`config.mk`:
```
export PLATFORM = sky130hd
export DESIGN_NAME = smd_strap_mode_top
export DESIGN_NICKNAME = d
export VERILOG_FILES = /design/src/verilog/smd_pkg.sv /design/src/verilog/smd_strap_latch.sv /design/src/verilog/smd_led_drive.sv /design/src/verilog/smd_strap_mode_top.sv
export SDC_FILE = /design/constraint.sdc
export NUM_CORES = 1
export LEC_CHECK = 0
export CAP_MARGIN = 5
export CORE_AREA = 4 4 63 122
export DETAILED_ROUTE_END_ITERATION = 8
export DIE_AREA = 0 0 67 126
export DONT_BUFFER_PORTS = 1
export GPL_TIMING_DRIVEN = 0
export PLACE_DENSITY = 0.73
export SLEW_MARGIN = 20
export SYNTH_ARGS = -nofsm -noshare
export SYNTH_HDL_FRONTEND = slang
export SYNTH_HIERARCHICAL = 1
export SYNTH_SLANG_ARGS = --single-unit
```
`constraint.sdc`:
```
create_clock -name clk -period 2.46 [get_ports clk]
set_input_delay 0.246 -clock clk [delete_from_list [all_inputs] [get_ports clk]]
set_output_delay 0.246 -clock clk [all_outputs]
set_load 0.005 [all_outputs]
```
`src/verilog/smd_pkg.sv`:
```
// Shared constants and types for the strap mode decode and LED logic.
package smd_pkg;

  ////////////////////////////////////////////////////////////////////////////
  // Strap codes, bit 3 down to 0: test, clock, input, execute.
  localparam int          SMD_STRAP_W       = 4;
  localparam logic [3:0]  SMD_CODE_MODE0    = 4'h0;
  localparam logic [3:0]  SMD_CODE_MODE1    = 4'h3;
  localparam logic [3:0]  SMD_CODE_ISOLATE  = 4'h7;
  localparam logic [3:0]  SMD_CODE_XOR      = 4'h8;
  localparam logic [3:0]  SMD_CODE_MODE2    = 4'h9;
  localparam logic [3:0]  SMD_CODE_TESTING  = 4'ha;
  localparam logic [3:0]  SMD_CODE_MODE3    = 4'hb;
  localparam logic [3:0]  SMD_CODE_MODE4    = 4'hc;
  localparam logic [3:0]  SMD_CODE_RSVD     = 4'hd;
  localparam logic [3:0]  SMD_CODE_RSVD_TST = 4'he;
  localparam logic [3:0]  SMD_CODE_PWRDN    = 4'hf;

  typedef enum logic [3:0] {
    SMD_M_MODE0    = 4'h0,
    SMD_M_MODE1    = 4'h1,
    SMD_M_MODE2    = 4'h2,
    SMD_M_MODE3    = 4'h3,
    SMD_M_MODE4    = 4'h4,
    SMD_M_ISOLATE  = 4'h5,
    SMD_M_TESTING  = 4'h6,
    SMD_M_XOR      = 4'h7,
    SMD_M_RSVD     = 4'h8,
    SMD_M_RSVD_TST = 4'h9,
    SMD_M_PWRDN    = 4'ha,
    SMD_M_ILLEGAL  = 4'hb
  } smd_mode_t;

  typedef enum logic [1:0] {
    SMD_LED_A = 2'h0,
    SMD_LED_B = 2'h1,
    SMD_LED_C = 2'h2
  } smd_led_cfg_t;

  ////////////////////////////////////////////////////////////////////////////
  // Register port: byte addresses, field positions and reset values.
  localparam int          SMD_AW            = 8;
  localparam int          SMD_DW            = 32;
  localparam logic [7:0]  SMD_REG_STATUS    = 8'h00;
  localparam logic [7:0]  SMD_REG_CONTROL   = 8'h04;
  localparam logic [7:0]  SMD_REG_EVENT     = 8'h08;
  localparam logic [7:0]  SMD_REG_LINK      = 8'h0c;
  localparam int          SMD_ST_MODE_LSB   = 0;
  localparam int          SMD_ST_CODE_LSB   = 4;
  localparam int          SMD_ST_CFG_LSB    = 8;
  localparam int          SMD_ST_ENH_BIT    = 10;
  localparam int          SMD_ST_SPD_BIT    = 11;
  localparam int          SMD_ST_PD_BIT     = 12;
  localparam int          SMD_ST_TRI_BIT    = 13;
  localparam int          SMD_ST_VALID_BIT  = 14;
  localparam int          SMD_ST_STATE_LSB  = 16;
  localparam int          SMD_CT_LEDOFF_BIT = 0;
  localparam int          SMD_CT_LAMP_BIT   = 1;
  localparam int          SMD_EV_OFF_BIT    = 0;
  localparam int          SMD_EV_ON_BIT     = 1;
  localparam int          SMD_EV_CNT_LSB    = 8;
  localparam logic [1:0]  SMD_CTRL_RST      = 2'h0;
  localparam logic [1:0]  SMD_EVENT_RST     = 2'h0;
  localparam logic [7:0]  SMD_CNT_RST       = 8'h00;

  ////////////////////////////////////////////////////////////////////////////
  // Timing: activity lamp hold time per blink phase.
  localparam int          SMD_CLK_HZ        = 25_000_000;
  localparam int          SMD_ACT_HOLD_MS   = 30;
  localparam int          SMD_ACT_HOLD_CYC  = SMD_CLK_HZ / 1000 * SMD_ACT_HOLD_MS;

endpackage

```
`src/verilog/smd_strap_latch.sv`:
```
// Strap capture at reset release and decode into the operating mode.
`timescale 1ns/1ps
`default_nettype none
module smd_strap_latch
  import smd_pkg::*;
(
  input  wire logic       clk,
  input  wire logic       arst_n,
  input  wire logic [3:0] strap_code,
  output logic      [3:0] code_r,
  output smd_mode_t       mode_r,
  output logic            valid_r
);

  logic      [3:0] code_nxt;
  smd_mode_t       mode_nxt;
  logic            taken_r;
  logic            taken_nxt;
  logic            valid_nxt;

  function automatic smd_mode_t decode(input logic [3:0] c);
    case (c)
      SMD_CODE_MODE0:    decode = SMD_M_MODE0;
      SMD_CODE_MODE1:    decode = SMD_M_MODE1;
      SMD_CODE_MODE2:    decode = SMD_M_MODE2;
      SMD_CODE_MODE3:    decode = SMD_M_MODE3;
      SMD_CODE_MODE4:    decode = SMD_M_MODE4;
      SMD_CODE_ISOLATE:  decode = SMD_M_ISOLATE;
      SMD_CODE_TESTING:  decode = SMD_M_TESTING;
      SMD_CODE_XOR:      decode = SMD_M_XOR;
      SMD_CODE_RSVD:     decode = SMD_M_RSVD;
      SMD_CODE_RSVD_TST: decode = SMD_M_RSVD_TST;
      SMD_CODE_PWRDN:    decode = SMD_M_PWRDN;
      default:           decode = SMD_M_ILLEGAL;
    endcase
  endfunction

  // The async reset may only load constants, so the straps are taken at
  // the first edge after release and then frozen until the next reset.
  always_comb begin
    code_nxt  = code_r;
    mode_nxt  = mode_r;
    taken_nxt = 1'b1;
    valid_nxt = taken_r;
    if (!taken_r) begin
      code_nxt = strap_code;
      mode_nxt = decode(strap_code);
    end
  end

  always_ff @(posedge clk or negedge arst_n) begin
    if (!arst_n) begin
      code_r  <= 4'h0;
      mode_r  <= SMD_M_ILLEGAL;
      taken_r <= 1'b0;
      valid_r <= 1'b0;
    end else begin
      code_r  <= code_nxt;
      mode_r  <= mode_nxt;
      taken_r <= taken_nxt;
      valid_r <= valid_nxt;
    end
  end

endmodule
`default_nettype wire

```
`src/verilog/smd_led_drive.sv`:
```
// Active-low LED drivers for the three LED configurations.
`timescale 1ns/1ps
`default_nettype none
module smd_led_drive
  import smd_pkg::*;
#(
  parameter int unsigned HOLD_CYC = SMD_ACT_HOLD_CYC
) (
  input  wire logic         clk,
  input  wire logic         arst_n,
  input  wire smd_led_cfg_t led_cfg,
  input  wire logic         link_up,
  input  wire logic         speed100,
  input  wire logic         activity,
  input  wire logic         blank,
  input  wire logic         lamp_test,
  output logic              activity_led_n,
  output logic              speed_led_n,
  output logic              link_led_n
);

  localparam int CW = $clog2(2 * HOLD_CYC + 1);
  localparam logic [CW-1:0] FULL = CW'(2 * HOLD_CYC);
  localparam logic [CW-1:0] HALF = CW'(HOLD_CYC);

  logic [CW-1:0] cnt_r;
  logic [CW-1:0] cnt_nxt;
  logic          act_on;
  logic          spd_on;
  logic          lnk_on;
  logic          act_n_nxt;
  logic          spd_n_nxt;
  logic          lnk_n_nxt;

  // Activity gives an on phase then a forced off phase, so steady traffic
  // flickers the lamp instead of holding it solidly lit.
  always_comb begin
    cnt_nxt = cnt_r;
    if (cnt_r != '0) begin
      cnt_nxt = cnt_r - CW'(1);
    end else if (activity) begin
      cnt_nxt = FULL;
    end
    act_on = cnt_r > HALF;
    spd_on = speed100;
    lnk_on = link_up;
    case (led_cfg)
      SMD_LED_A: spd_on = speed100;
      SMD_LED_B: spd_on = link_up & speed100;
      SMD_LED_C: begin
        spd_on = link_up & speed100;
        lnk_on = link_up & ~speed100;
      end
      default: spd_on = speed100;
    endcase
    act_n_nxt = ~((act_on & ~blank) | lamp_test);
    spd_n_nxt = ~((spd_on & ~blank) | lamp_test);
    lnk_n_nxt = ~((lnk_on & ~blank) | lamp_test);
  end

  always_ff @(posedge clk or negedge arst_n) begin
    if (!arst_n) begin
      cnt_r          <= '0;
      activity_led_n <= 1'b1;
      speed_led_n    <= 1'b1;
      link_led_n     <= 1'b1;
    end else begin
      cnt_r          <= cnt_nxt;
      activity_led_n <= act_n_nxt;
      speed_led_n    <= spd_n_nxt;
      link_led_n     <= lnk_n_nxt;
    end
  end

endmodule
`default_nettype wire

```
`src/verilog/smd_strap_mode_top.sv`:
```
// Top level: strap mode decode, power and pad control, LEDs and registers.
//
// The implementer's own choices: the placing of the registers and strobed register access.
`timescale 1ns/1ps
`default_nettype none
////////////////////////////////////////////////////////////////////////////////
// How it works
// - Code 1101 is reserved; no operating mode, pads tri-stated, fault shown.
// - Code 1110 is a reserved test state; treated as halted, fault shown.
// - Code 1111 is power-down: pads tri-stated and core powered down.
// - Activity LED shows activity; in A and B link LED shows any link.
// - Speed LED shows 100 Mb in A; link and 100 Mb in B and C.
// - In configuration C the link LED shows link at 10 Mb only.
// - Mode 1 uses LED configuration B and single-pin Shared_disable_pin_n.
// - Mode 2 equals mode 1 but LEDs follow configuration C.
// - Mode 3 is configuration B, single-pin disable and enhanced transmit.
// - Mode 4 equals mode 3 but LEDs follow configuration C.
// - Code 0011 is mode 1; disable pin low tri-states and powers down.
// - Code 1001 selects mode 2.
// - Code 1011 selects mode 3.
// - Code 1100 selects mode 4.
////////////////////////////////////////////////////////////////////////////////
module smd_strap_mode_top
  import smd_pkg::*;
#(
  parameter int unsigned ACT_HOLD_CYC = SMD_ACT_HOLD_CYC
) (
  input  wire logic              clk,
  input  wire logic              arst_n,
  input  wire logic              test_strap,
  input  wire logic              strap_clock_pin,
  input  wire logic              strap_input_pin,
  input  wire logic              strap_execute_pin,
  input  wire logic              shared_disable_pin_n,
  input  wire logic              link_up,
  input  wire logic              link_speed100,
  input  wire logic              activity,
  input  wire logic [SMD_AW-1:0] reg_addr,
  input  wire logic [SMD_DW-1:0] reg_wdata,
  input  wire logic              reg_wr,
  input  wire logic              reg_rd,
  output logic      [SMD_DW-1:0] reg_rdata,
  output logic                   activity_led_n,
  output logic                   speed_led_n,
  output logic                   link_led_n,
  output logic                   pad_oe_n,
  output logic                   power_down,
  output logic                   advertise_ten_only,
  output logic                   enhanced_tx,
  output logic                   xor_tree_en,
  output logic                   test_mode_en,
  output logic                   mode_fault
);

  typedef enum logic [2:0] {
    SMD_ST_WAIT    = 3'h0,
    SMD_ST_RUN     = 3'h1,
    SMD_ST_LAN_OFF = 3'h2,
    SMD_ST_ISOLATE = 3'h3,
    SMD_ST_XOR     = 3'h4,
    SMD_ST_TEST    = 3'h5,
    SMD_ST_HALT    = 3'h6
  } smd_state_t;

  ////////////////////////////////////////////////////////////////////////////
  // Mode property lookups, shared by the pad control and the status word.

  function automatic smd_led_cfg_t cfg_of(input smd_mode_t m);
    case (m)
      SMD_M_MODE1: cfg_of = SMD_LED_B;
      SMD_M_MODE2: cfg_of = SMD_LED_C;
      SMD_M_MODE3: cfg_of = SMD_LED_B;
      SMD_M_MODE4: cfg_of = SMD_LED_C;
      default:     cfg_of = SMD_LED_A;
    endcase
  endfunction

  function automatic logic single_pin_of(input smd_mode_t m);
    case (m)
      SMD_M_MODE1: single_pin_of = 1'b1;
      SMD_M_MODE2: single_pin_of = 1'b1;
      SMD_M_MODE3: single_pin_of = 1'b1;
      SMD_M_MODE4: single_pin_of = 1'b1;
      default:     single_pin_of = 1'b0;
    endcase
  endfunction

  function automatic logic enh_tx_of(input smd_mode_t m);
    case (m)
      SMD_M_MODE3: enh_tx_of = 1'b1;
      SMD_M_MODE4: enh_tx_of = 1'b1;
      default:     enh_tx_of = 1'b0;
    endcase
  endfunction

  function automatic smd_state_t entry_of(input smd_mode_t m);
    case (m)
      SMD_M_MODE0:    entry_of = SMD_ST_RUN;
      SMD_M_MODE1:    entry_of = SMD_ST_RUN;
      SMD_M_MODE2:    entry_of = SMD_ST_RUN;
      SMD_M_MODE3:    entry_of = SMD_ST_RUN;
      SMD_M_MODE4:    entry_of = SMD_ST_RUN;
      SMD_M_ISOLATE:  entry_of = SMD_ST_ISOLATE;
      SMD_M_PWRDN:    entry_of = SMD_ST_ISOLATE;
      SMD_M_XOR:      entry_of = SMD_ST_XOR;
      SMD_M_TESTING:  entry_of = SMD_ST_TEST;
      SMD_M_RSVD:     entry_of = SMD_ST_HALT;
      SMD_M_RSVD_TST: entry_of = SMD_ST_HALT;
      default:        entry_of = SMD_ST_HALT;
    endcase
  endfunction

  ////////////////////////////////////////////////////////////////////////////
  // Strap capture and LED drivers.

  logic [3:0]   strap_code;
  logic [3:0]   code_r;
  smd_mode_t    mode_r;
  logic         strap_valid;
  smd_led_cfg_t led_cfg;
  logic         leds_blank;

  // The first edge after release captures the straps, so a strap change
  // later on, even a glitch, never moves the mode.
  assign strap_code = {test_strap, strap_clock_pin, strap_input_pin, strap_execute_pin};

  smd_strap_latch u_latch (
    .clk        (clk),
    .arst_n     (arst_n),
    .strap_code (strap_code),
    .code_r     (code_r),
    .mode_r     (mode_r),
    .valid_r    (strap_valid)
  );

  logic [1:0] ctrl_r;
  logic [1:0] ctrl_nxt;

  assign led_cfg    = cfg_of(mode_r);
  assign leds_blank = pad_oe_n | ctrl_r[SMD_CT_LEDOFF_BIT];

  smd_led_drive #(
    .HOLD_CYC (ACT_HOLD_CYC)
  ) u_led (
    .clk            (clk),
    .arst_n         (arst_n),
    .led_cfg        (led_cfg),
    .link_up        (link_up),
    .speed100       (link_speed100),
    .activity       (activity),
    .blank          (leds_blank),
    .lamp_test      (ctrl_r[SMD_CT_LAMP_BIT] & ~pad_oe_n),
    .activity_led_n (activity_led_n),
    .speed_led_n    (speed_led_n),
    .link_led_n     (link_led_n)
  );

  ////////////////////////////////////////////////////////////////////////////
  // Operating state and pad control.

  smd_state_t state_r;
  smd_state_t state_nxt;
  logic       oe_n_nxt;
  logic       pd_nxt;
  logic       adv_nxt;
  logic       enh_nxt;
  logic       xor_nxt;
  logic       test_nxt;
  logic       fault_nxt;

  always_comb begin
    state_nxt = state_r;
    case (state_r)
      SMD_ST_WAIT: begin
        if (strap_valid) begin
          state_nxt = entry_of(mode_r);
        end
      end
      SMD_ST_RUN: begin
        if (single_pin_of(mode_r) && !shared_disable_pin_n) begin
          state_nxt = SMD_ST_LAN_OFF;
        end
      end
      SMD_ST_LAN_OFF: begin
        if (shared_disable_pin_n) begin
          state_nxt = SMD_ST_RUN;
        end
      end
      // Isolate, board test and halted states are left only by reset.
      SMD_ST_ISOLATE: state_nxt = SMD_ST_ISOLATE;
      SMD_ST_XOR:     state_nxt = SMD_ST_XOR;
      SMD_ST_TEST:    state_nxt = SMD_ST_TEST;
      SMD_ST_HALT:    state_nxt = SMD_ST_HALT;
      default:        state_nxt = SMD_ST_WAIT;
    endcase
  end

  always_comb begin
    oe_n_nxt  = 1'b1;
    pd_nxt    = 1'b0;
    adv_nxt   = 1'b0;
    enh_nxt   = 1'b0;
    xor_nxt   = 1'b0;
    test_nxt  = 1'b0;
    fault_nxt = 1'b0;
    case (state_nxt)
      SMD_ST_WAIT: begin
        oe_n_nxt = 1'b1;
      end
      SMD_ST_RUN: begin
        oe_n_nxt = 1'b0;
        // In mode 0 the shared pin keeps its old meaning: high limits the
        // advertisement to 10 Mb only.
        adv_nxt  = (mode_r == SMD_M_MODE0) & shared_disable_pin_n;
        enh_nxt  = enh_tx_of(mode_r);
      end
      SMD_ST_LAN_OFF: begin
        oe_n_nxt = 1'b1;
        pd_nxt   = 1'b1;
      end
      SMD_ST_ISOLATE: begin
        oe_n_nxt = 1'b1;
        pd_nxt   = 1'b1;
      end
      SMD_ST_XOR: begin
        oe_n_nxt = 1'b1;
        xor_nxt  = 1'b1;
      end
      SMD_ST_TEST: begin
        oe_n_nxt = 1'b0;
        test_nxt = 1'b1;
      end
      SMD_ST_HALT: begin
        oe_n_nxt  = 1'b1;
        fault_nxt = 1'b1;
      end
      default: begin
        oe_n_nxt = 1'b1;
      end
    endcase
  end

  always_ff @(posedge clk or negedge arst_n) begin
    if (!arst_n) begin
      state_r            <= SMD_ST_WAIT;
      pad_oe_n           <= 1'b1;
      power_down         <= 1'b0;
      advertise_ten_only <= 1'b0;
      enhanced_tx        <= 1'b0;
      xor_tree_en        <= 1'b0;
      test_mode_en       <= 1'b0;
      mode_fault         <= 1'b0;
    end else begin
      state_r            <= state_nxt;
      pad_oe_n           <= oe_n_nxt;
      power_down         <= pd_nxt;
      advertise_ten_only <= adv_nxt;
      enhanced_tx        <= enh_nxt;
      xor_tree_en        <= xor_nxt;
      test_mode_en       <= test_nxt;
      mode_fault         <= fault_nxt;
    end
  end

  ////////////////////////////////////////////////////////////////////////////
  // Register port: control, sticky disable events and read-back.

  logic              wr_ctrl;
  logic              wr_event;
  logic              off_evt;
  logic              on_evt;
  logic [1:0]        event_r;
  logic [1:0]        event_nxt;
  logic [7:0]        off_cnt_r;
  logic [7:0]        off_cnt_nxt;
  logic [SMD_DW-1:0] rdata_nxt;
  logic [SMD_DW-1:0] status_word;

  assign wr_ctrl  = reg_wr && (reg_addr == SMD_REG_CONTROL);
  assign wr_event = reg_wr && (reg_addr == SMD_REG_EVENT);
  assign off_evt  = (state_r == SMD_ST_RUN) && (state_nxt == SMD_ST_LAN_OFF);
  assign on_evt   = (state_r == SMD_ST_LAN_OFF) && (state_nxt == SMD_ST_RUN);

  always_comb begin
    ctrl_nxt    = ctrl_r;
    event_nxt   = event_r;
    off_cnt_nxt = off_cnt_r;
    if (wr_ctrl) begin
      ctrl_nxt = reg_wdata[1:0];
    end
    // Write-one clears; an event in the same cycle wins over the clear.
    if (wr_event) begin
      event_nxt = event_r & ~reg_wdata[1:0];
    end
    if (off_evt) begin
      event_nxt[SMD_EV_OFF_BIT] = 1'b1;
      if (off_cnt_r != 8'hff) begin
        off_cnt_nxt = off_cnt_r + 8'h01;
      end
    end
    if (on_evt) begin
      event_nxt[SMD_EV_ON_BIT] = 1'b1;
    end
  end

  always_comb begin
    status_word = '0;
    status_word[SMD_ST_MODE_LSB +: 4]  = mode_r;
    status_word[SMD_ST_CODE_LSB +: 4]  = code_r;
    status_word[SMD_ST_CFG_LSB +: 2]   = led_cfg;
    status_word[SMD_ST_ENH_BIT]        = enhanced_tx;
    status_word[SMD_ST_SPD_BIT]        = single_pin_of(mode_r);
    status_word[SMD_ST_PD_BIT]         = power_down;
    status_word[SMD_ST_TRI_BIT]        = pad_oe_n;
    status_word[SMD_ST_VALID_BIT]      = strap_valid;
    status_word[SMD_ST_STATE_LSB +: 3] = state_r;
  end

  // Read data stand only in the cycle after the strobe, zero otherwise,
  // and an unmapped address also reads as zero.
  always_comb begin
    rdata_nxt = '0;
    if (reg_rd) begin
      case (reg_addr)
        SMD_REG_STATUS: begin
          rdata_nxt = status_word;
        end
        SMD_REG_CONTROL: begin
          rdata_nxt[1:0] = ctrl_r;
        end
        SMD_REG_EVENT: begin
          rdata_nxt[1:0]                  = event_r;
          rdata_nxt[SMD_EV_CNT_LSB +: 8]  = off_cnt_r;
        end
        SMD_REG_LINK: begin
          rdata_nxt[0] = link_up;
          rdata_nxt[1] = link_speed100;
          rdata_nxt[2] = activity_led_n;
          rdata_nxt[3] = speed_led_n;
          rdata_nxt[4] = link_led_n;
          rdata_nxt[5] = shared_disable_pin_n;
        end
        default: begin
          rdata_nxt = '0;
        end
      endcase
    end
  end

  always_ff @(posedge clk or negedge arst_n) begin
    if (!arst_n) begin
      ctrl_r    <= SMD_CTRL_RST;
      event_r   <= SMD_EVENT_RST;
      off_cnt_r <= SMD_CNT_RST;
      reg_rdata <= '0;
    end else begin
      ctrl_r    <= ctrl_nxt;
      event_r   <= event_nxt;
      off_cnt_r <= off_cnt_nxt;
      reg_rdata <= rdata_nxt;
    end
  end

endmodule
`default_nettype wire

```
Word-level counts from Yosys, hierarchy flattened
Memory sizes are Yosys's and may differ from the RTL's. A register that Yosys moved wholly into a read port is not among the register bits.
Cells that the tools add are included.
Storage, ports and cells
  register bits after elaboration: 84
  latch bits: 0
  RAM bits: 0
  memory bits (read-only): 112
  input bits: 52
  word-level logic and storage cells: 117
  memories kept: 2
Memory list
  (no name shown): depth 16, width 4, read ports 1, clocked after Yosys merged registers in 1, write ports 0, RTL line smd_strap_latch.sv:22  | case (c)
  (no name shown): depth 16, width 3, read ports 1, clocked after Yosys merged registers in 0, write ports 0, RTL line smd_strap_mode_top.sv:97  | case (m)
Operators by class
  $add $sub $neg: 2
  multipliers: 0
  divide/modulo/power cells: 0
  magnitude comparators: 1
  equality and inequality tests: 22
  shift-type cells: 0
  muxes and demuxes: 28
  bitwise logic cells: 19
  reductions and logical operators: 23
Operators by type and width (count)
  2-to-1 mux 21 bit: 2
  greater-than comparator 21 x 20 -> 1 bit (second input constant): 1
  case mux 3 bit (7 select lines): 1
  nonzero test 21 bit: 1
  subtractor 21 x 1 -> 21 bit (second input constant): 1
  2-to-1 mux 19 bit: 1
  equality test 3 bit (second input constant): 6
  equality test 8 x 4 -> 1 bit (second input constant): 2
  case mux 8 bit (2 select lines): 1
  2-to-1 mux 1 bit: 14
  equality test 3 x 2 -> 1 bit (second input constant): 4
  2-to-1 mux 3 bit: 4
  OR reduction 2 bit: 6
  adder 8 x 1 -> 8 bit (second input constant): 1
  equality test 4 x 2 -> 1 bit (second input constant): 2
  equality test 8 x 3 -> 1 bit (second input constant): 1
  logical NOT 8 bit: 1
  != test 8 bit (second input constant): 1
  case mux 2 bit (4 select lines): 1
  case mux 4 bit (2 select lines): 1
  bitwise AND 1 bit: 7
  equality test 3 x 1 -> 1 bit (second input constant): 2
  NOT 1 bit: 6
  nonzero test 2 bit: 3
  15 further kinds: 25

Depth between registers and ports, before layout
Gate-level depths: netlist of the first run.
  depth in word-level cells: 10
  gate-level depth with buffers: 7
  depth with buffers taken out: 6

Modules after synthesis
Netlist of the first run, hierarchy kept.
Modules (own cells, without submodules)
  smd_strap_mode_top: instances 1, cells an instance 189, area each 2034.5 um^2, seq. area each 1027.2 um^2
  smd_led_drive: instances 1, cells an instance 141, area each 1397.6 um^2, seq. area each 604.3 um^2
  smd_strap_latch: instances 1, cells an instance 48, area each 496.7 um^2, seq. area each 254.0 um^2

Least setup slack after synthesis of the first run
No wires, ideal clock.
  kind: register -> register
  start point: register state_r[2]
  end point: register off_cnt_r[1]
  library setup time: 0.125 ns
  arrival: 1.900 ns
  slack: 0.435 ns
  cell stages (with the launch flop): 7
  path buffers: 2
  period minus slack after synthesis: 2.025 ns
  cell sequence: dfrtp_1 buf_6 or4b_1 a211o_1 buf_6 nor2_1 mux2_2
Between the ends
  word-level cells in the longest chain between the ends: 5
Ends and longest elaborated chain
  from (decl): RTL line smd_strap_mode_top.sv:161  | smd_state_t state_r;
  from (signal assigned): RTL line smd_strap_mode_top.sv:254  | state_r <= state_nxt;
  equality test 3 bit (tied with other cells): RTL line smd_strap_mode_top.sv:173  | case (state_r)
  case mux 3 bit (7 select lines): RTL line smd_strap_mode_top.sv:173
  equality test 3 x 2 -> 1 bit: RTL line smd_strap_mode_top.sv:281  | assign off_evt = (state_r == SMD_ST_RUN) && (state_nxt == SMD_ST_LAN_OFF);
  logical AND 1 bit (*): RTL line smd_strap_mode_top.sv:281
  AND reduction 2 bit (no line) (*)
  to (signal assigned): RTL line smd_strap_mode_top.sv:359  | off_cnt_r <= off_cnt_nxt;
  to (decl): RTL line smd_strap_mode_top.sv:274  | logic [7:0] off_cnt_r;
Mark *: on every way between the ends. The rest lies on a longest branch, timed or not.
A chain may end at the register's enable or synchronous reset.

Final worst setup path of the first run
  start point: register u_latch.mode_r[1]
  end point: register u_led.speed_led_n
Between the ends
  word-level cells in the longest chain between the ends: 9
Ends and longest elaborated chain
  from (decl): RTL line smd_strap_latch.sv:11  | output smd_mode_t mode_r,
  equality test 4 x 3 -> 1 bit (tied with other cells): RTL line smd_strap_mode_top.sv:69  | case (m)
  OR reduction 2 bit (no line)
  case mux 2 bit (2 select lines) (*): RTL line smd_strap_mode_top.sv:69
  via led_cfg[1]: RTL line smd_strap_mode_top.sv:120  | smd_led_cfg_t led_cfg;
  equality test 2 x 1 -> 1 bit or equality test 2 bit (tied branches): RTL line smd_led_drive.sv:47  | case (led_cfg)
  OR reduction 2 bit (no line) (*)
  2-to-1 mux 1 bit (*)
  bitwise AND 1 bit (*): RTL line smd_led_drive.sv:57  | spd_n_nxt = ~((spd_on & ~blank) | lamp_test);
  bitwise OR 1 bit (*): RTL line smd_led_drive.sv:57
  NOT 1 bit (*): RTL line smd_led_drive.sv:57
  via u_led.spd_n_nxt: RTL line smd_led_drive.sv:32  | logic spd_n_nxt;
  to (signal assigned): RTL line smd_led_drive.sv:70  | speed_led_n <= spd_n_nxt;
  to (decl): RTL line smd_led_drive.sv:18  | output logic speed_led_n,
The timed path passes the listed nets; every way through them passes the cells marked *.

==> results.toml, run 1 <==
[run_status]
status = "completed"

[critical_path]
cp_num_buf_inv = 1
cp.arrival_ps = 2570
path_delay_family = "simple AND/OR/NAND/NOR gates"
startpoint_type = "register"
slowest_delay_ps = 560
cp-end-kind = "register"
cp_max_fo = 10
crit_type = "reg -> reg"
cp_slowest_cell = "dfstp_2"
path_cells = "clkbuf_1 -> xnor2_1 -> nor3_1 -> ha_1 -> or2_2 -> a31oi_1"
worstPathRequired_ps = 2700

[yosys]
synth_edf_count = 0
synth_cells = 378
ys_seq_area_share_pct = 47.99
synth_cell_types = 61
syn_area_um2 = 3929
async_reset_ff_share_pct = 100.0
ys.flop_type = "dfrtp_1"
syn_area_per_cell_um2 = 10.39
ys_ff_latch = 75
ys_warn_count = 6

[detailed_routing]
first_pass_iters = 4
wl_per_cell_um = 18.01
vias_per_cell = 5.891
routed_wl_mm = 8.952
drtIter0Drc = 195
dr_total_vias = 2928
ant_nets = 0
remaining_drc_errors = 0

[clocking]
cts_resized = 0
clockRootBuffer = "clkbuf_16"
numCtsBuffers = 9
htreeDepth = 3
cts.sinks = 75
clock_latency_ps = 340
clockBufferDepth = 2
cts_tree = "done"
clkTransAtPathRegs_ps = 50

[layout]
area_growth_pct = 14.27
nFillCells = 529
ff_latch_area_um2 = 1886
multi_input_area_um2 = 1844
num_antenna_cells = 0
drive_gt1_share_pct = 16.38
final_util_pct = 67.27
fin_area_um2 = 4489
num-nets-final = 464

[sta]
finClkSkew_ps = 5.062
fmax_mhz = 430.3
slew_headroom_pct = 27.60
finalCriticalPeriod_ps = 2324
hold_viol_final = 0
rsz0062_at_grt = "no"
setup_viol = 0
final_max_slew_viol_count = 0
fin_crit_sh_pct = 94.46
setup_tns_ps = 0
worst_pin_slew_ps = 1076
setup_ws_ps = 136.2

[placement]
dpl.hpwl_mm = 6.444
dpl_worst_slack_ps = 174.9
gp_congestion = 0.9122
placed_area_um2 = 4084
numPortBuffers = 0

[global_routing]
grt_max_degree = 76
gr-total-overflow = 0
grt_pass1_wl_mm = 14.59
grtUsageTotal_pct = 23.07
antenna_found_initial = 0
grt_pass1_vias = 3021

[power_and_ir_drop]
power_frac_seq_pct = 41.8
ir_worst_vdd_mv = 0.5122
combPwrFrac_pct = 6.1
power_density_nw_per_um2 = 676.6
internal-power_mw = 2.424
p_sw_uw = 613.8
clkPwrFrac_pct = 52.1
swShare_pct = 20.21
leakagePower_nw = 2.022
p_total_mw = 3.038

[floorplanning]
die_area_um2 = 8442
io_pins = 94
placementRows = 42
die_w_um = 67
initial_utilization_pct = 58.87
dieHeight_um = 126
core_um2 = 6674

[flow_run]
drv_cap = 0

[worst_hold_path]
hp-class = "in -> reg"
-- power by group through the flow --
stage	Combinational, mW	Sequential, mW	Clock (mW)
2_1_floorplan	0.125	1.29	0
3_3_place_gp	0.147	1.29	0
3_5_place_dp	0.150	1.29	0
4_1_cts	0.183	1.27	1.61
5_1_grt	0.206	1.27	1.66
6_report	0.184	1.27	1.58
-- state kept, by name (all words and copies together), names as in the netlist --
signal / flops
test_mode_en: 1
off_cnt_r: 8
u_latch/valid_r: 1
u_latch/taken_r: 1
power_down: 1
reg_rdata: 19
u_led/speed_led_n: 1
xor_tree_en: 1
state_r: 3
u_led/cnt_r: 21
pad_oe_n: 1
u_led/activity_led_n: 1
mode_fault: 1
u_latch/code_r: 4
u_latch/mode_r: 4
advertise_ten_only: 1
ctrl_r: 2
event_r: 2
enhanced_tx: 1
u_led/link_led_n: 1
-- cells in the mapped netlist, types with 3 or more instances --
cell type	instances	area [µm²]
nor4b_1	3	26.28
dfrtp_1	68	1702
nor2b_1	9	56.30
nor2_1	19	71.32
nand2_1	22	82.58
clkbuf_1	9	33.78
nand3_1	15	75.07
nor3b_1	7	52.55
or3_1	4	25.02
nand2b_1	5	31.28
a21oi_1	19	95.09
and3_1	3	18.77
ha_1	8	100.1
buf_4	13	97.59
a31oi_1	7	43.79
xor2_1	7	61.31
o31ai_1	4	30.03
dfstp_2	7	183.9
nand4_1	8	50.05
nor4_1	6	37.54
mux2_2	3	33.78
o21ai_0	21	105.1
xnor2_1	6	52.55
a22o_1	7	61.31
inv_1	16	60.06
and2_1	7	43.79
or3b_2	4	35.03
nor3_1	9	45.04
buf_2	4	20.02
mux2i_1	14	140.1
or2_2	3	18.77
-- cells in the final DEF, fill, tap and decap left out, types with 4 or more instances in the layout --
cell and count:
nor3b_1 7, a22o_1 7, nand3_1 15, o21ai_0 21
bufinv_16 4, nor4_1 6, conb_1 14, nand2b_1 5
ha_1 8, dfstp_2 7, nor3_1 9, clkbuf_16 9
xnor2_1 6, and2_1 7, nor2_1 19, xor2_1 7
or3_1 4, o31ai_1 4, buf_2 4, nand2_1 22
dfrtp_1 68, nor2b_1 9, a31oi_1 7, nand4_1 8
buf_4 13, mux2i_1 14, inv_1 16, a21oi_1 19
or3b_2 4, clkbuf_1 11
-- final timing paths --
check / from / to / slack (ps) / depth (start not counted)
setup / recovery: u_latch/mode_r[1]$_DFFE_PN1N_ / u_led/speed_led_n$_DFF_PN1_ / 140 / 6
hold / removal: link_speed100 / u_led/speed_led_n$_DFF_PN1_ / 20 / 1
setup reg to reg: u_latch/mode_r[1]$_DFFE_PN1N_ / u_led/speed_led_n$_DFF_PN1_ / 140 / 6
hold reg to reg: u_latch/taken_r$_DFF_PN0_ / u_latch/valid_r$_DFF_PN0_ / 360 / 0
max in group asynchronous: arst_n / u_led/speed_led_n$_DFF_PN1_ / 1650 / 2
min in group asynchronous: arst_n / xor_tree_en$_DFF_PN0_ / 450 / 2
-- stage by stage --
stage               std cells  hold slack [ps]
CTS                       497            7.960
global placement          478           -47.29
detailed placement        478           -47.79
global route              497            12.19
floorplan                 390           -49.59
finish                    497            18.88
-- layer usage --
metal / share of wire (%) / up-vias / track usage, %
met5: 0 / - / 0
met3: 3.3 / 31 / 5.169
met4: 4.2 / 0 / 12.56
met1: 34 / 1447 / 21.76
li1: - / 1381 / -
met2: 59 / 69 / 43.16
-- what timing repair did --
| item | CTS | global route |
|---|---|---|
| buffers inserted | 0 | 0 |
| endpoints found under the hold margin | 76 | 0 |
| hold buffers | 3 | 0 |
-- final cells by class --
class | count | share of cell area, %
multi-input cells | 269 | 41.08
clock inverters | 5 | 2.787
plain buffers | 30 | 4.097
well taps | 88 | 2.453
inverters | 16 | 1.338
flip-flops and latches | 75 | 42.00
clock buffers | 11 | 5.184
repair buffers | 3 | 1.059
-- logic make-up (layout without fill, tap and decap cells) --
| group | count (synthesis) | after routing | share of synthesized area (%) |
|---|---|---|---|
| AOI/OAI and AO/OA | 70 | 70 | 11.27 |
| xor gates and xnor gates | 13 | 13 | 2.898 |
| adders and majority gates | 8 | 8 | 2.548 |
| buffers and inverters | 46 | 65 | 6.210 |
| DFF | 75 | 75 | 47.99 |
| muxes | 19 | 19 | 5.573 |
| other | 2 | 14 | 0.1912 |
| and+or+nand+nor | 145 | 145 | 23.31 |
Power figures use the tool's default switching activity.
==> inputs of run 2 (changes only) <==
--- a/config.mk
+++ b/config.mk
@@ -7,11 +7,13 @@
 export LEC_CHECK = 0
 export CAP_MARGIN = 5
 export CORE_AREA = 4 4 63 122
+export CTS_BUF_LIST = sky130_fd_sc_hd__clkbuf_8
 export DETAILED_ROUTE_END_ITERATION = 8
 export DIE_AREA = 0 0 67 126
 export DONT_BUFFER_PORTS = 1
 export GPL_TIMING_DRIVEN = 0
 export PLACE_DENSITY = 0.73
+export SETUP_SLACK_MARGIN = 0.15
 export SLEW_MARGIN = 20
 export SYNTH_ARGS = -nofsm -noshare
 export SYNTH_HDL_FRONTEND = slang
==> results.toml, run 2 (synthesized netlist as in run 1, its figures left out) <==
[sta]
setup_ws_ps = 296.9
fmax_mhz = 462.3
setup_viol = 0
finClkSkew_ps = 5.423
setup_tns_ps = 0
worst_pin_slew_ps = 607.8
rsz0062_at_grt = "no"
final_max_slew_viol_count = 0
slew_headroom_pct = 59.14
finalCriticalPeriod_ps = 2163
fin_crit_sh_pct = 87.93
hold_viol_final = 0

[layout]
top_register = "u_led/cnt_r"
fin_cells = 498
largest_reg_flops = 21
final_util_pct = 66.20
drive_gt1_share_pct = 17.32
area_growth_pct = 12.45
num_antenna_cells = 0
final_common_cell = "dfrtp_1"
mostFrequentLayoutCells = "68 x dfrtp_1, 22 x nand2_1, 21 x o21ai_0"
reg_top3 = "u_led/cnt_r (21), reg_rdata (19), off_cnt_r (8)"
num-nets-final = 465

[floorplanning]
die_area_um2 = 8442
io_pins = 94
placementRows = 42
die_w_um = 67
initial_utilization_pct = 58.87
dieHeight_um = 126
core_um2 = 6674

[detailed_routing]
wl_per_cell_um = 17.49
dr_total_vias = 2877
drtIter0Drc = 192
first_pass_iters = 5
remaining_drc_errors = 0
ant_nets = 0
routed_wl_mm = 8.708
vias_per_cell = 5.777

[clocking]
clock_latency_ps = 350
clockRootBuffer = "clkbuf_8"
clockBufferDepth = 2
clkTransAtPathRegs_ps = 80
htreeDepth = 3
cts_tree = "done"
post_cts.repair.setup_buffers = 0
numCtsBuffers = 9
cts.sinks = 75

[global_routing]
grtUsageTotal_pct = 22.55
antenna_found_initial = 0
gr-total-overflow = 0
grt_pass1_wl_mm = 14.28
grt_max_degree = 76
grt_pass1_vias = 2963

[power_and_ir_drop]
power_density_nw_per_um2 = 604.6
leakagePower_nw = 1.996
ir_worst_vdd_mv = 0.4595

[critical_path]
worstPathRequired_ps = 2720
cp_max_fo = 10
r2r_setup_slack_ps = 300
r2r_cells = 6
cp-end-kind = "register"
endpoint = "u_led/speed_led_n$_DFF_PN1_"
critPathLaunch = "u_latch/mode_r[1]$_DFFE_PN1N_"
cp_slowest_cell = "dfstp_2"
startpoint_type = "register"
cp.arrival_ps = 2420
r2r-end = "u_led/speed_led_n$_DFF_PN1_"
path_cells = "clkbuf_2 -> xnor2_1 -> nor3_1 -> ha_1 -> or2_2 -> a31oi_1"
crit_type = "reg -> reg"
slowest_delay_ps = 570
regToRegStartpoint = "u_latch/mode_r[1]$_DFFE_PN1N_"

[placement]
dpl_worst_slack_ps = 174.9
numPortBuffers = 0
gp_congestion = 0.9122
dp_cells = 478
dpl.hpwl_mm = 6.444

[flow_run]
drv_cap = 0

[run_status]
status = "completed"

[worst_hold_path]
hp-class = "in -> reg"
## run 2: changes by cell type in the layout (fill, tap and decap cells not counted), sizes merged
cell and change:
dlygate4sd3 +1, inv +2, clkbuf -2
## run 2: worst min-delay path by stage
| stage | start | endpoint | slack, ps | cells after the start |
|---|---|---|---|---|
| 4_1_cts | shared_disable_pin_n | event_r[1]$_DFFE_PN0P_ | 4 | 2 |
| 5_1_grt | shared_disable_pin_n | event_r[1]$_DFFE_PN0P_ | 9 | 2 |
| 3_3_place_gp | arst_n | advertise_ten_only$_DFF_PN0_ | -50 | 0 |
| 2_1_floorplan | arst_n | advertise_ten_only$_DFF_PN0_ | -50 | 0 |
| 3_5_place_dp | arst_n | state_r[2]$_DFF_PN0_ | -50 | 0 |
| 6_report | shared_disable_pin_n | event_r[1]$_DFFE_PN0P_ | 20 | 2 |
## run 2: report_power, final
part / total [mW] / internal [mW] / leakage [nW] / switching [mW]
logic: 0.185 / 0.0766 / 0.913 / 0.108
clock network: 1.22 / 0.767 / 0.136 / 0.450
registers: 1.27 / 1.25 / 0.948 / 0.0138
## run 2: metrics by stage
stage	hold WS [ps]	power [mW]	area [µm²]
after floorplan	-49.59	1.412	3974
after global placement	-47.29	1.439	4084
after detailed placement	-47.79	1.442	4084
after CTS	3.828	2.690	4398
after global routing	8.984	2.761	4418
final	16.46	2.671	4418
## run 2: critical path: cells and delay by family (launching register included)
kind / cells / cell delay, ps
DFF: 1 / 570
AOI/OAI and AO/OA: 1 / 230
and+or+nand+nor: 2 / 630
buffers and inverters: 1 / 230
xor gates and xnor gates: 1 / 100
adders and majority gates: 1 / 320
## run 2: per-layer routing
layer | vias to the layer above | routed length [µm] | GRT usage, %
met5 | - | 0 | 0
met4 | 0 | 259 | 10.89
li1 | 1377 | - | -
met3 | 17 | 300 | 5.080
met2 | 63 | 5251 | 43.10
met1 | 1420 | 2896 | 21.00
## run 2: area by class of cell
type / instances / area, µm²
clock buffer: 9 / 123.9
tap: 88 / 110.1
timing repair buffer: 4 / 57.56
buffer: 30 / 185.2
sequential: 75 / 1886
fill: 533 / 2256
clock inverter: 7 / 132.6
inverter: 16 / 60.06
multi-input combinational: 269 / 1863
## run 2: what timing repair did
action                     in CTS  in global routing
hold buffers                    4                  0
gates resized for setup         0                  5
hold endpoints to repair       77                  0
setup endpoints to repair       0                  8
==> inputs of run 3 (changes only) <==
--- a/config.mk
+++ b/config.mk
@@ -12,6 +12,7 @@
 export DIE_AREA = 0 0 67 126
 export DONT_BUFFER_PORTS = 1
 export GPL_TIMING_DRIVEN = 0
+export MAX_ROUTING_LAYER = met4
 export PLACE_DENSITY = 0.73
 export SETUP_SLACK_MARGIN = 0.15
 export SLEW_MARGIN = 20
==> results.toml, run 3 (synthesized netlist as in run 1, its figures left out) <==
[run_status]
status = "completed"

[detailed_routing]
remaining_drc_errors = 0
drtIter0Drc = 103
routed_wl_mm = 8.522
first_pass_iters = 4
ant_nets = 0
vias_per_cell = 5.817
dr_total_vias = 2897
wl_per_cell_um = 17.11

[critical_path]
cp.arrival_ps = 2370
crit_type = "reg -> reg"
worstPathRequired_ps = 2660
cp_max_fo = 10
startpoint_type = "register"
cp-end-kind = "register"

[placement]
gp_congestion = 0.9244
dpl.hpwl_mm = 6.470
numPortBuffers = 0
placed_area_um2 = 4084

[global_routing]
grt_pass1_vias = 2972
grt-busiest-layer = "met2"
grt_max_degree = 76
antenna_found_initial = 0
grtUsageTotal_pct = 22.55
met1_usage_pct = 18.86
gr-usage-met2_pct = 42.17
gr-total-overflow = 0
grt_pass1_wl_mm = 13.81
use_met3_pct = 5.526

[floorplanning]
dieHeight_um = 126
io_pins = 94
die_w_um = 67
die_area_um2 = 8442
core_um2 = 6674
placementRows = 42
initial_utilization_pct = 58.87

[power_and_ir_drop]
p_total_mw = 2.300
leakagePower_nw = 1.949
ir_worst_vdd_mv = 0.3652
power_density_nw_per_um2 = 531.4

[clocking]
clkTransAtPathRegs_ps = 70
cts_tree = "done"
post_cts.repair.setup_buffers = 0
clockBufferDepth = 2
cts.sinks = 75
clock_latency_ps = 350
htreeDepth = 3
numCtsBuffers = 9
clockRootBuffer = "clkbuf_8"

[sta]
worst_pin_slew_ps = 556.6
rsz0062_at_grt = "no"
finClkSkew_ps = 3.761
setup_viol = 0
hold_viol_final = 0
finalCriticalPeriod_ps = 2163
fmax_mhz = 462.3
slew_headroom_pct = 62.59
final_max_slew_viol_count = 0
fin_crit_sh_pct = 87.92
setup_tns_ps = 0

[layout]
fin_area_um2 = 4329
largest_reg_flops = 21
reg_top3 = "u_led/cnt_r (21), reg_rdata (19), off_cnt_r (8)"
final_util_pct = 64.87
final_common_cell = "dfrtp_1"
num-nets-final = 465
top_register = "u_led/cnt_r"
num_antenna_cells = 0
area_growth_pct = 10.19
mostFrequentLayoutCells = "68 x dfrtp_1, 22 x nand2_1, 21 x o21ai_0"
drive_gt1_share_pct = 17.07

[flow_run]
drv_cap = 0

[worst_hold_path]
hp-class = "in -> reg"
## run 3: metal layers
metal,vias up,share of wire [%]
met5,-,0
met4,0,3.9
met3,27,3.6
met2,68,60
met1,1423,32
li1,1379,-
## run 3: layout make-up
type / count / area [µm²]
fillers: 565 / 2345
clock buffers: 11 / 151.4
repair buffers: 4 / 57.56
multi-input cells: 269 / 1851
inverters: 16 / 60.06
well taps: 88 / 110.1
clock inverters: 5 / 28.78
flip-flops and latches: 75 / 1886
plain buffers: 30 / 185.2
## run 3: path summary, 6_finish.rpt
path | start | slack (ps) | endpoint | cells after the start
max in group asynchronous | arst_n | 1680 | u_led/link_led_n$_DFF_PN1_ | 2
min in group asynchronous | arst_n | 440 | u_led/cnt_r[13]$_DFFE_PN0P_ | 2
min reg2reg | u_latch/taken_r$_DFF_PN0_ | 380 | u_latch/valid_r$_DFF_PN0_ | 0
max | state_r[0]$_DFF_PN0_ | 300 | advertise_ten_only$_DFF_PN0_ | 5
max reg2reg | state_r[0]$_DFF_PN0_ | 300 | advertise_ten_only$_DFF_PN0_ | 5
min | shared_disable_pin_n | 20 | event_r[1]$_DFFE_PN0P_ | 2
## run 3: metrics by stage
stage / worst slack [ps] / hold slack (ps) / cells
2_1_floorplan: 435.1 / -49.59 / 390
3_3_place_gp: 185.5 / -47.33 / 478
3_5_place_dp: 209.2 / -47.31 / 478
4_1_cts: 192.2 / 3.656 / 498
5_1_grt: 166.1 / 8.739 / 498
6_report: 297.1 / 24.56 / 498
## run 3: what timing repair did
action	4_1_cts	5_1_grt
hold buffers	4	0
setup endpoints to repair	0	3
hold endpoints to repair	77	0
gates resized for setup	0	3
## run 3: power breakdown
part | internal (mW) | total [mW] | switching, mW
clock network | 0.413 | 0.848 | 0.435
registers | 1.26 | 1.27 | 0.0136
logic | 0.0765 | 0.184 | 0.107
## run 3: critical path, cell delays in order, from the launching register on
cell      delay, ps
dfrtp_1         370
clkbuf_2        180
or4b_1          580
a211oi_1        310
nor4_2          120
nor4b_1         450
